File: src/rtl/ldc_pkg.sv
// Package for the laser driver control core: register map, field layout,
// reset values and the transmit control carrier.
// Assumes a 32-bit APB with byte addresses; registers sit on aligned words.
package ldc_pkg;
  // ----------------------------------------------------------------
  // Register byte offsets
  // ----------------------------------------------------------------
  localparam logic [7:0] OFS_TX_CTRL  = 8'h00; // Transmit control
  localparam logic [7:0] OFS_EQ       = 8'h04; // Equalizer boost
  localparam logic [7:0] OFS_DEEMPH   = 8'h08; // Deemphasis setting
  localparam logic [7:0] OFS_DC_CODE  = 8'h0c; // DC code, upper 8 bits
  localparam logic [7:0] OFS_DC_LIM   = 8'h10; // DC code limit
  localparam logic [7:0] OFS_DC_STEP  = 8'h14; // DC step, bit 7 is code LSB
  localparam logic [7:0] OFS_MOD_CODE = 8'h18; // Modulation code, upper 8
  localparam logic [7:0] OFS_MOD_LIM  = 8'h1c; // Modulation code limit
  localparam logic [7:0] OFS_MOD_STEP = 8'h20; // Modulation step
  localparam logic [7:0] OFS_FMASK    = 8'h24; // Hard fault mask
  localparam logic [7:0] OFS_HSTAT    = 8'h28; // Hard fault status
  localparam logic [7:0] OFS_WSTAT    = 8'h2c; // Warning status
  localparam logic [7:0] OFS_MODE     = 8'h30; // Mode control
  // ----------------------------------------------------------------
  // Fields and reset values
  // ----------------------------------------------------------------
  localparam logic [7:0] SETUP_KEY    = 8'h12; // Unlocks the next access
  localparam int         SIGNAL_BIT   = 5;     // Signal present in status
  localparam int         LSB_BIT      = 7;     // Code LSB in step register
  localparam logic [7:0] RST_CODE     = 8'h04; // Small default codes
  localparam logic [7:0] RST_LIM      = 8'hff;
  localparam logic [1:0] RST_EQ       = 2'h0;
  localparam logic [6:0] RST_DEEMPH   = 7'h00;
  localparam logic [4:0] RST_FMASK    = 5'h00; // All hard faults active
  typedef struct packed {
    logic [2:0] rsv_hi;   // Reads zero
    logic [1:0] de_range; // Deemphasis range
    logic       rsv_lo;   // Reads zero
    logic       pol;      // Output polarity select
    logic       en;       // Transmit enable
  } tx_ctrl_t;
endpackage : ldc_pkg

File: src/rtl/laser_driver_control_core.sv
// Laser driver control core: APB register bank, clamped code stepping,
// fault latching and output gating.
// Assumes all inputs synchronous to pclk; fault detectors are levels.
//
// Functional notes
// - Two-bit setting selects equalizer boost
// - Polarity bit may invert output pair
// - Status bit 5 shows input signal present
// - DC code nine bits, LSB from step
// - Modulation code nine bits, LSB from step
// - Five-bit signed step adds to code
// - DC overflow clamps to limit, warns
// - Modulation overflow clamps to limit, warns
// - Deemphasis from control bits and setting
// - Reset leaves transmitter off, codes small
// - Reset restores every register default
// - Level select gives upper address bits
// - Unmasked hard fault raises output and status
// - Maskable hard faults disable the currents
// - Soft faults only warn, never disable
// - Disable, enable and faults gate currents
// - High disable input stops both currents
// - Fault stays latched until disable toggles
// - Disable toggle clears both status registers
// - Normal mode writes only step and mode registers
//
// The implementer's own choices: the APB interface to the registers and the address map.
`timescale 1ns/1ps
`default_nettype none
module laser_driver_control_core (
  input  wire logic        pclk,
  input  wire logic        presetn,
  input  wire logic        psel,
  input  wire logic        penable,
  input  wire logic        pwrite,
  input  wire logic [7:0]  paddr,
  input  wire logic [31:0] pwdata,
  output logic             pready,
  output logic [31:0]      prdata,
  output logic             pslverr,
  input  wire logic        disable_in,           // High or open: off
  input  wire logic [1:0]  address_level_select, // Digitised 4-level pin
  input  wire logic        signal_present,       // AC activity detector
  input  wire logic [4:0]  hard_fault_det,       // Hard fault detectors
  input  wire logic [3:0]  soft_fault_det,       // Soft fault detectors
  output logic [1:0]       eq_boost_setting,
  output logic             output_polarity_select,
  output logic [1:0]       deemph_range,
  output logic [6:0]       deemphasis_setting,
  output logic [8:0]       dc_current_code,
  output logic [8:0]       mod_current_code,
  output logic             currents_on,
  output logic             fault_out,
  output logic [1:0]       addr_hi
);
  // ----------------------------------------------------------------
  // Step arithmetic
  // ----------------------------------------------------------------
  // Returns {overflow, code}; floors at zero instead of wrapping
  function automatic logic [8:0] step_add(input logic [7:0] code,
                                          input logic [4:0] step,
                                          input logic [7:0] lim);
    logic signed [9:0] sum;
    sum = $signed({2'b00, code}) + $signed({{5{step[4]}}, step});
    if (sum < 0)
      step_add = 9'h000;
    else if (sum > $signed({2'b00, lim}))
      step_add = {1'b1, lim};
    else
      step_add = {1'b0, sum[7:0]};
  endfunction : step_add

  // ----------------------------------------------------------------
  // State
  // ----------------------------------------------------------------
  ldc_pkg::tx_ctrl_t ctrl_r, ctrl_nxt;          // Transmit control
  logic [1:0]  eq_r, eq_nxt;                     // Boost code
  logic [6:0]  de_r, de_nxt;                     // Deemphasis fraction
  logic [8:0]  dc_r, dc_nxt;                     // Full DC code
  logic [8:0]  mod_r, mod_nxt;                   // Full modulation code
  logic [7:0]  dc_lim_r, dc_lim_nxt;
  logic [7:0]  mod_lim_r, mod_lim_nxt;
  logic [4:0]  dc_stp_r, dc_stp_nxt;             // Last step written
  logic [4:0]  mod_stp_r, mod_stp_nxt;
  logic [4:0]  mask_r, mask_nxt;                 // Hard fault mask
  logic [4:0]  hst_r, hst_nxt;                   // Latched hard faults
  logic [5:0]  wst_r, wst_nxt;                   // Warnings
  logic        unlock_r, unlock_nxt;             // Setup mode armed
  logic        sig_r, sig_nxt;
  logic        dis_d_r, dis_d_nxt;               // Disable, one cycle old
  logic        on_r, on_nxt;
  logic        flt_r, flt_nxt;
  logic [1:0]  adr_r, adr_nxt;
  logic        adr_ok_r, adr_ok_nxt;             // Strap captured
  logic        rdy_r, rdy_nxt;
  logic [31:0] rd_r, rd_nxt;
  logic        err_r, err_nxt;
  logic        acc, wr, hit, dc_ovf, mod_ovf, dis_clr;
  logic [8:0]  dc_sum, mod_sum;

  // ----------------------------------------------------------------
  // Next state
  // ----------------------------------------------------------------
  // One wait state so read data can leave a flop; writes land on the
  // edge that also samples pready high.
  always_comb
  begin
    acc = psel && penable && rdy_r;
    wr  = acc && pwrite;
    dc_sum  = step_add(dc_r[8:1], pwdata[4:0], dc_lim_r);
    mod_sum = step_add(mod_r[8:1], pwdata[4:0], mod_lim_r);
    dc_ovf  = wr && (paddr == ldc_pkg::OFS_DC_STEP) && dc_sum[8];
    mod_ovf = wr && (paddr == ldc_pkg::OFS_MOD_STEP) && mod_sum[8];
    dis_clr = dis_d_r && !disable_in;            // Falling edge ends toggle
    ctrl_nxt = ctrl_r;
    eq_nxt = eq_r;
    de_nxt = de_r;
    dc_nxt = dc_r;
    mod_nxt = mod_r;
    dc_lim_nxt = dc_lim_r;
    mod_lim_nxt = mod_lim_r;
    dc_stp_nxt = dc_stp_r;
    mod_stp_nxt = mod_stp_r;
    mask_nxt = mask_r;
    unlock_nxt = acc ? 1'b0 : unlock_r;          // Setup lasts one access
    rdy_nxt = psel && penable && !rdy_r;
    rd_nxt = 32'h0000_0000;
    err_nxt = 1'b0;
    hit = 1'b1;
    // Read mux, all registers readable
    unique case (paddr)
      ldc_pkg::OFS_TX_CTRL:  rd_nxt[7:0] = ctrl_r;
      ldc_pkg::OFS_EQ:       rd_nxt[1:0] = eq_r;
      ldc_pkg::OFS_DEEMPH:   rd_nxt[6:0] = de_r;
      ldc_pkg::OFS_DC_CODE:  rd_nxt[7:0] = dc_r[8:1];
      ldc_pkg::OFS_DC_LIM:   rd_nxt[7:0] = dc_lim_r;
      ldc_pkg::OFS_DC_STEP:  rd_nxt[7:0] = {dc_r[0], 2'b00, dc_stp_r};
      ldc_pkg::OFS_MOD_CODE: rd_nxt[7:0] = mod_r[8:1];
      ldc_pkg::OFS_MOD_LIM:  rd_nxt[7:0] = mod_lim_r;
      ldc_pkg::OFS_MOD_STEP: rd_nxt[7:0] = {mod_r[0], 2'b00, mod_stp_r};
      ldc_pkg::OFS_FMASK:    rd_nxt[4:0] = mask_r;
      ldc_pkg::OFS_HSTAT:    rd_nxt[5:0] = {sig_r, hst_r};
      ldc_pkg::OFS_WSTAT:    rd_nxt[5:0] = wst_r;
      ldc_pkg::OFS_MODE:     rd_nxt[0]   = unlock_r;
      default:               hit = 1'b0;
    endcase
    if (rdy_nxt)
      err_nxt = !hit;                            // Unmapped: slave error
    else
      rd_nxt = 32'h0000_0000;
    if (wr)
    begin
      // Step registers are always writable
      if (paddr == ldc_pkg::OFS_DC_STEP)
      begin
        dc_nxt = {dc_sum[7:0], pwdata[ldc_pkg::LSB_BIT]};
        dc_stp_nxt = pwdata[4:0];
      end
      if (paddr == ldc_pkg::OFS_MOD_STEP)
      begin
        mod_nxt = {mod_sum[7:0], pwdata[ldc_pkg::LSB_BIT]};
        mod_stp_nxt = pwdata[4:0];
      end
      if (paddr == ldc_pkg::OFS_MODE)
        unlock_nxt = (pwdata[7:0] == ldc_pkg::SETUP_KEY);
      // Other settings only in setup mode; status never writable
      if (unlock_r)
      begin
        unique case (paddr)
          ldc_pkg::OFS_TX_CTRL:
            ctrl_nxt = {3'b000, pwdata[4:3], 1'b0, pwdata[1:0]};
          ldc_pkg::OFS_EQ:       eq_nxt = pwdata[1:0];
          ldc_pkg::OFS_DEEMPH:   de_nxt = pwdata[6:0];
          ldc_pkg::OFS_DC_CODE:  dc_nxt[8:1] = pwdata[7:0];
          ldc_pkg::OFS_DC_LIM:   dc_lim_nxt = pwdata[7:0];
          ldc_pkg::OFS_MOD_CODE: mod_nxt[8:1] = pwdata[7:0];
          ldc_pkg::OFS_MOD_LIM:  mod_lim_nxt = pwdata[7:0];
          ldc_pkg::OFS_FMASK:    mask_nxt = pwdata[4:0];
          default:               ;
        endcase
      end
    end
    // Faults: new events win over the toggle clear
    hst_nxt = (dis_clr ? 5'h00 : hst_r) | (hard_fault_det & ~mask_r);
    wst_nxt = (dis_clr ? 6'h00 : wst_r)
              | {soft_fault_det, mod_ovf, dc_ovf};
    sig_nxt = signal_present;
    dis_d_nxt = disable_in;
    flt_nxt = |hst_nxt;
    on_nxt = ctrl_nxt.en && !disable_in && !flt_nxt;
    // Strap taken once, on the first edge after reset release
    adr_ok_nxt = 1'b1;
    adr_nxt = adr_ok_r ? adr_r : address_level_select;
  end

  // ----------------------------------------------------------------
  // Registers
  // ----------------------------------------------------------------
  // Every register returns to its default on reset; laser stays off
  always_ff @(posedge pclk or negedge presetn)
  begin
    if (!presetn)
    begin
      ctrl_r    <= '0;
      eq_r      <= ldc_pkg::RST_EQ;
      de_r      <= ldc_pkg::RST_DEEMPH;
      dc_r      <= {ldc_pkg::RST_CODE, 1'b0};
      mod_r     <= {ldc_pkg::RST_CODE, 1'b0};
      dc_lim_r  <= ldc_pkg::RST_LIM;
      mod_lim_r <= ldc_pkg::RST_LIM;
      dc_stp_r  <= 5'h00;
      mod_stp_r <= 5'h00;
      mask_r    <= ldc_pkg::RST_FMASK;
      hst_r     <= 5'h00;
      wst_r     <= 6'h00;
      unlock_r  <= 1'b0;
      sig_r     <= 1'b0;
      dis_d_r   <= 1'b1;                         // Treat as disabled
      on_r      <= 1'b0;
      flt_r     <= 1'b0;
      adr_r     <= 2'h0;
      adr_ok_r  <= 1'b0;
      rdy_r     <= 1'b0;
      rd_r      <= 32'h0000_0000;
      err_r     <= 1'b0;
    end
    else
    begin
      ctrl_r    <= ctrl_nxt;
      eq_r      <= eq_nxt;
      de_r      <= de_nxt;
      dc_r      <= dc_nxt;
      mod_r     <= mod_nxt;
      dc_lim_r  <= dc_lim_nxt;
      mod_lim_r <= mod_lim_nxt;
      dc_stp_r  <= dc_stp_nxt;
      mod_stp_r <= mod_stp_nxt;
      mask_r    <= mask_nxt;
      hst_r     <= hst_nxt;
      wst_r     <= wst_nxt;
      unlock_r  <= unlock_nxt;
      sig_r     <= sig_nxt;
      dis_d_r   <= dis_d_nxt;
      on_r      <= on_nxt;
      flt_r     <= flt_nxt;
      adr_r     <= adr_nxt;
      adr_ok_r  <= adr_ok_nxt;
      rdy_r     <= rdy_nxt;
      rd_r      <= rd_nxt;
      err_r     <= err_nxt;
    end
  end

  // ----------------------------------------------------------------
  // Outputs
  // ----------------------------------------------------------------
  assign pready                 = rdy_r;
  assign prdata                 = rd_r;
  assign pslverr                = err_r;
  assign eq_boost_setting       = eq_r;
  assign output_polarity_select = ctrl_r.pol;
  assign deemph_range           = ctrl_r.de_range;
  assign deemphasis_setting     = de_r;
  assign dc_current_code        = dc_r;
  assign mod_current_code       = mod_r;
  assign currents_on            = on_r;
  assign fault_out              = flt_r;
  assign addr_hi                = adr_r;

  // ----------------------------------------------------------------
  // Checks
  // ----------------------------------------------------------------
  property p_dc_clamp;
    @(posedge pclk) disable iff (!presetn)
      dc_ovf |=> (dc_r[8:1] == $past(dc_lim_r)) && wst_r[0];
  endproperty
  a_dc_clamp: assert property (p_dc_clamp) else $error("dc clamp missed");
  property p_mod_clamp;
    @(posedge pclk) disable iff (!presetn)
      mod_ovf |=> (mod_r[8:1] == $past(mod_lim_r)) && wst_r[1];
  endproperty
  a_mod_clamp: assert property (p_mod_clamp) else $error("mod clamp missed");
  property p_dc_lsb;
    @(posedge pclk) disable iff (!presetn)
      (wr && paddr == ldc_pkg::OFS_DC_STEP) |=> dc_r[0] == $past(pwdata[7]);
  endproperty
  a_dc_lsb: assert property (p_dc_lsb) else $error("dc lsb wrong");
  property p_mod_lsb;
    @(posedge pclk) disable iff (!presetn)
      (wr && paddr == ldc_pkg::OFS_MOD_STEP) |=> mod_r[0] == $past(pwdata[7]);
  endproperty
  a_mod_lsb: assert property (p_mod_lsb) else $error("mod lsb wrong");
  property p_floor;
    @(posedge pclk) disable iff (!presetn)
      (wr && paddr == ldc_pkg::OFS_DC_STEP && pwdata[4] && dc_r[8:1] < 8'h10)
      |=> dc_r[8:1] <= $past(dc_r[8:1]);
  endproperty
  a_floor: assert property (p_floor) else $error("dc code wrapped");
  property p_hard_off;
    @(posedge pclk) disable iff (!presetn)
      |(hard_fault_det & ~mask_r) |=> fault_out && !currents_on;
  endproperty
  a_hard_off: assert property (p_hard_off) else $error("hard fault ignored");
  property p_latch;
    @(posedge pclk) disable iff (!presetn)
      (fault_out && !dis_clr) |=> fault_out;
  endproperty
  a_latch: assert property (p_latch) else $error("fault dropped early");
  property p_disable;
    @(posedge pclk) disable iff (!presetn)
      disable_in |=> !currents_on;
  endproperty
  a_disable: assert property (p_disable) else $error("on while disabled");
  property p_locked;
    @(posedge pclk) disable iff (!presetn)
      (wr && !unlock_r && paddr == ldc_pkg::OFS_TX_CTRL) |=> $stable(ctrl_r);
  endproperty
  a_locked: assert property (p_locked) else $error("locked write landed");
  property p_soft;
    @(posedge pclk) disable iff (!presetn)
      (soft_fault_det[0] && !flt_r && hard_fault_det == 5'h00) |=> !fault_out;
  endproperty
  a_soft: assert property (p_soft) else $error("soft fault tripped");
endmodule : laser_driver_control_core
`default_nettype wire

File: config.mk
export PLATFORM = sky130hd
export DESIGN_NAME = laser_driver_control_core
export DESIGN_NICKNAME = d
export VERILOG_FILES = /design/src/rtl/ldc_pkg.sv /design/src/rtl/laser_driver_control_core.sv
export SDC_FILE = /design/constraint.sdc
export NUM_CORES = 1
export LEC_CHECK = 0
export BUFFER_PORTS_ARGS = -buffer_cell sky130_fd_sc_hd__buf_2
export CORE_MARGIN = 4
export CORE_UTILIZATION = 45
export CTS_BUF_LIST = sky130_fd_sc_hd__clkbuf_8
export CTS_CLUSTER_DIAMETER = 50
export DETAILED_ROUTE_END_ITERATION = 12
export HOLD_SLACK_MARGIN = 0.05
export MAX_ROUTING_LAYER = met4
export PLACE_DENSITY = 0.7
export SLEW_MARGIN = 20
export SYNTH_ARGS = -nofsm -noshare
export SYNTH_HDL_FRONTEND = slang
export SYNTH_SLANG_ARGS = --single-unit
File: constraint.sdc
create_clock -name pclk -period 5.8 [get_ports pclk]
set_clock_uncertainty 0.1 [all_clocks]
set_input_delay 0.29 -clock pclk [delete_from_list [all_inputs] [get_ports pclk]]
set_output_delay 0.29 -clock pclk [all_outputs]
set_load 0.02 [all_outputs]
Word level (Yosys, flattened, before mapping)
Cells that the tools add are included.

storage, ports and cells
  word-level logic and storage cells = 102
  bits in registers = 115
  ROM bits = 0
  bits in writable memories = 0
  input port bits = 58
  memories kept = 0
  latch bits = 0
  output and inout port bits = 68

cells by class
  div/mod/pow operators = 0
  reductions and logical operators = 26
  $lt $le $gt $ge = 4
  eq/ne operators = 13
  $add $sub $neg = 2
  multiply operators = 0
  shift operators = 0
  mux-type cells = 27
  bitwise gates (word level) = 4

operators with widths
  cell                                                                   count
  9-bit two-way mux                                                      6
  8-bit by 5-bit == test with 1-bit output, second input constant        5
  8-bit by 6-bit == test with 1-bit output, second input constant        5
  8-bit two-way mux                                                      5
  3-bit one-hot mux with 11 select lines                                 1
  9-bit by 5-bit adder with 10-bit output                                2
  10-bit by 9-bit greater-than comparator with 1-bit output              2
  10-bit by 1-bit < comparator with 1-bit output, second input constant  2
  3-bit AND reduction                                                    6
  8-bit by 4-bit == test with 1-bit output, second input constant        2
  1-bit one-hot mux with 13 select lines                                 1
  13-bit OR reduction                                                    1
  1-bit one-hot mux with 12 select lines                                 1
  1-bit logical AND                                                      11
  8-bit by 3-bit == test with 1-bit output, second input constant        1
  8-bit logical NOT                                                      1
  1-bit two-way mux                                                      8
  1-bit one-hot mux with 7 select lines                                  1
  6-bit two-way mux                                                      1
  6-bit OR                                                               1
  1-bit one-hot mux with 6 select lines                                  1
  5-bit AND                                                              1
  5-bit two-way mux                                                      1
  5-bit NOT                                                              1
  5 further kinds                                                        9

Longest topological paths before layout
  word-level depth = 7
  depth in mapped cells = 17
  gate-level depth less buffers = 16

Worst setup path after synthesis
OpenSTA, ideal clock, no wires.

  path kind = register to register
  start point = reg dc_r[3] (netlist: dc_current_code[3])
  end point = reg dc_r[1] (netlist: dc_current_code[1])
  clock period less this slack = 3,548 ps
  required time = 5,569 ps
  buffers on the path = 1
  library setup time = 131 ps
  path slack = 2,252 ps
  arrival = 3,317 ps
  cell stages (with the launch flop) = 15
  cells stage by stage = dfstp_2 ha_1 o21ai_0 o21bai_1 a2111oi_0 nor3_1 xnor2_1 ha_1 and2_1 a221oi_1 o211a_1 o22a_1 buf_2 mux2i_1 o21ai_0

between the ends
  word-level cells in the longest chain between the ends = 7
  elaborated cells on any way between the ends = 8
  those cells by class = add/sub (1); order compare (2); mux (5)

ends and longest elaborated chain
  what                                                       RTL line                          source
  start, declared                                            laser_driver_control_core.sv:79   logic [8:0] dc_r, dc_nxt;
  start signal, assigned                                     laser_driver_control_core.sv:207  dc_r <= {ldc_pkg::RST_CODE, 1'b0};
  start signal, assigned                                     laser_driver_control_core.sv:232  dc_r <= dc_nxt;
  9-bit by 5-bit adder with 10-bit output *                  laser_driver_control_core.sv:64   sum = $signed({2'b00, code}) + $signed({{5{step[4]}}, step});
  10-bit by 9-bit greater-than comparator with 1-bit output  laser_driver_control_core.sv:67   else if (sum > $signed({2'b00, lim}))
  9-bit two-way mux                                          laser_driver_control_core.sv:67
  9-bit two-way mux *                                        laser_driver_control_core.sv:65   if (sum < 0)
  9-bit two-way mux *                                        laser_driver_control_core.sv:154  if (paddr == ldc_pkg::OFS_DC_STEP)
  8-bit two-way mux                                          laser_driver_control_core.sv:169  unique case (paddr)
  8-bit two-way mux *                                        laser_driver_control_core.sv:167  if (unlock_r)

Every way passes the cells marked *; elsewhere a longest branch is shown, timed or not.
A chain may end at the register's enable or synchronous reset.

Worst setup path after layout
  start point = reg dc_r[2] (netlist: dc_current_code[2])
  end point = reg dc_r[2] (netlist: dc_current_code[2])

between the ends
  word-level cells in the longest chain between the ends = 7
  elaborated cells on any way between the ends = 8
  those cells by class = add/sub (1); order compare (2); mux (5)

ends and longest elaborated chain
  what                                                       RTL line
  9-bit by 5-bit adder with 10-bit output                    laser_driver_control_core.sv:64
  10-bit by 9-bit greater-than comparator with 1-bit output  laser_driver_control_core.sv:67
  9-bit two-way mux                                          laser_driver_control_core.sv:67
  9-bit two-way mux                                          laser_driver_control_core.sv:65
  9-bit two-way mux *                                        laser_driver_control_core.sv:154
  8-bit two-way mux                                          laser_driver_control_core.sv:169
  8-bit two-way mux *                                        laser_driver_control_core.sv:167

Marked as above.

==> out/metrics.csv <==
stage;metric;value;unit
pwr;Pleak;3.06;nW
run_status;outcome;complete, no violations;
clock_network;postcts setup bufs;0;
timing;Setup-failing EPs final;0;
clock_network;later-pin clock latency in the skew report;0.38;ns
worst_setup_path;worst-case reg-to-reg path depth;13;
pwr;Total Power;1.28;mW
place;post-DP HPWL;13.0;mm
final_layout;area of the multi-input gates;3260;sq um
logic_synthesis;EDFF count, synth;0;
routing;DRC Markers;0;
final_layout;fin cells;863;
logic_synthesis;Synth Flop Type;dfrtp_1;
logic_synthesis;Ys Warns;0;
logic_synthesis;synthesized area per cell;9.64;sq um
global_routing;initial antenna violation count;0;
worst_setup_path;Crit path depth;13;
worst_setup_path;critical path data required time;5.94;ns
floorplanning;FP Rows;41;
place;GPL Wtd Cong;0.937;
clock_network;CTS max path bufs;2;
job;Max-cap violations;0;
clock_network;CTS Hold Buffers Added;9;
timing;fmax;232;MHz
routing;post-DR vias/cell;5.87;
worst_setup_path;cell mode on critical path;ha_1;
place;port bufs;77;
logic_synthesis;mapped cell area;5920;sq um
final_layout;Ant. Diodes;0;
routing;antenna viol nets, final;0;
timing;fin crit share;0.742;
clock_network;total CTS buffers;9;
floorplanning;die height;123;microns
routing;1st-iter DRT viols;391;
worst_setup_path;Setup crit end kind;flip-flop;
logic_synthesis;flops & latches, synth;91;
floorplanning;Initial Util;0.463;
worst_setup_path;slowest cell on the critical path;o22a_1;
global_routing;total grt overflow;0;
timing;Fin. Hold Viols;0;
clock_network;CTS Sinks;91;
global_routing;pin count of the biggest net entering global routing;57;
final_layout;most common cell after layout, fill and taps aside;buf_2;
routing;Pre-Repair DR Iteration Count;5;
floorplanning;Die ar.;15100;sq um
logic_synthesis;Seq/Total Area, Yosys;0.389;
logic_synthesis;asr flop ratio synth;1.00;
final_layout;area grow syn2layout;12.0;%
floorplanning;Die W;123;microns
logic_synthesis;Synth cell types;66;
pwr;power density over the cells;193;nW/um^2
clock_network;CTS tree;yes;
global_routing;first-pass GRT wire length;27.0;mm
worst_setup_path;Worst Path Arrival;4.44;ns
timing;Slew Limit Fails;0;
clock_network;clk slew on worst S/H paths;0.09;ns
worst_setup_path;critical path type;flip-flop to flip-flop;
worst_setup_path;CP startpoint;dc_current_code[2];
worst_setup_path;Crit path largest cell delay;0.53;ns
timing;Relative slew margins;0.492;
global_routing;GR Util All Layers;0.242;
hold_path;Hold Path Depth;3;
clock_network;H-tree depth;3;
routing;Avg WL per Cell;20.1;microns
pwr;worst vdd ir;95.9;uV
floorplanning;core area;12800;sq um
worst_setup_path;Reg-to-Reg Start;dc_current_code[2];
routing;via count;5065;
routing;Total Routed Length;17.4;mm
clock_network;Root Buffer;clkbuf_8;
clock_network;CTS resizes;0;
final_layout;share of layout cells above drive strength 1;0.243;
floorplanning;# IOs;126;
worst_setup_path;CP Launch Type;flip-flop;
timing;RSZ-0062 raised after global routing;false;
worst_setup_path;critical-path cell list;ha_1 -> a211oi_1 -> o21bai_1 -> a2111oi_0 -> nor3_1 -> xnor2_1 -> ha_1 -> and2_1 -> a221oi_1 -> o211a_1 -> o22a_1 -> mux2i_1 -> o21ai_0;
worst_setup_path;worst path bufs/invs;0;
final_layout;commonest non-fill, non-tap cells in the layout;76 x buf_2, 72 x dfrtp_1, 65 x nand2_1;
final_layout;Fillers;1204;
hold_path;Hold/Removal Path Class;primary input to flip-flop;
logic_synthesis;post-synthesis cell count;614;
final_layout;nets;780;
timing;TNS Setup;0;ns
hold_path;hold path startpoint;hard_fault_det[4];
worst_setup_path;crit-path max FO;9;
timing;Slew @ Worst Pin;0.757;ns
final_layout;Reg area;2300;sq um
timing;Final min period;4.30;ns
worst_setup_path;CP delay by family, top;compound AO/OA/AOI/OAI gates;
place;Cell Count Post-Placement;838;
global_routing;vias in the first global route;4897;
[state kept, by name (all words and copies together) (netlist names), 6 cells and up]
signal / count
dc_current_code: 9
prdata: 8
wst_r: 6
mod_lim_r: 8
dc_lim_r: 8
mod_current_code: 9
deemphasis_setting: 7
[metrics by stage]
step                area, sq um   util  hold WS [ns]  setup slack [ns]
global route               6630  0.519        0.0815              1.27
floorplan                  6000      -        -0.106              2.25
CTS                        6630  0.519        0.0786              1.51
global placement           6320  0.495         0.160              1.60
finish                     6630  0.519        0.0732              1.50
detailed placement         6320  0.495         0.168              1.50
[cells by family after synthesis]
kind of cell | share of synthesized area
muxes | 0.116
AOI/OAI and AO/OA | 0.178
other | 0.00127
buffers and inverters | 0.0742
adders and majority gates | 0.0786
DFF | 0.389
and+or+nand+nor | 0.148
xor gates and xnor gates | 0.0148
[cell type report]
cell class / instances / area share
Clock buffer: 10 / 0.0208
Multi-Input combinational cell: 459 / 0.492
Tap cell: 172 / 0.0325
Sequential cell: 91 / 0.347
Inverter: 38 / 0.0215
Timing Repair Buffer: 87 / 0.0732
Clock inverter: 6 / 0.0126
[worst paths after layout]
path / end / slack, ns
min reg2reg: wst_r[2] / 0.39
max in group asynchronous: mod_current_code[0] / 4.26
max: dc_current_code[2] / 1.50
min in group asynchronous: deemphasis_setting[4] / 0.30
min: hst_r[4] / 0.07
max reg2reg: dc_current_code[2] / 1.50
[routing by layer]
metal | share of wire | track usage
met5 | 0 | -
met3 | 0.071 | 0.0475
met4 | 0.028 | 0.0833
met2 | 0.47 | 0.371
met1 | 0.43 | 0.323
[worst min-delay path: cells and delay by family]
kind / cells / cell delay, ns
compound gates: 1 / 0.08
buf+inv: 2 / 0.12
[report_power, final]
group          internal [mW]  switching, mW
combinational         0.0486          0.106
clock                  0.252          0.228
sequential             0.643        0.00487
total                  0.943          0.339
[synth_stat cells, types with 3 or more instances]
cell      count  area [sq um]
dfrtp_1      72          1800
nand2_1      65           244
inv_1        38           143
mux2_2       38           428
nor2_1       35           131
o21ai_0      35           175
ha_1         34           425
buf_4        27           203
a21oi_1      23           115
a22oi_1      20           150
dfstp_2      19           499
mux2i_1      19           190
nor3_1       14          70.1
clkbuf_1     13          48.8
a21o_1       11          82.6
nand4_1      11          68.8
o21ai_1      11          55.1
and2_1        9          56.3
xnor2_1       9          78.8
nand3_1       8          40.0
o21a_1        8          60.1
nand2b_1      6          37.5
buf_1         5          18.8
o211ai_2      5          62.6
a211oi_1      4          30.0
a22o_1        4          35.0
a32o_1        4          40.0
nor2b_1       4          25.0
or2_2         4          25.0
a221oi_1      3          26.3
a31oi_1       3          18.8
a32oi_1       3          26.3
buf_2         3          15.0
mux4_2        3          67.6
o211ai_1      3          22.5
Note: power is estimated with default switching activity, not from simulation.
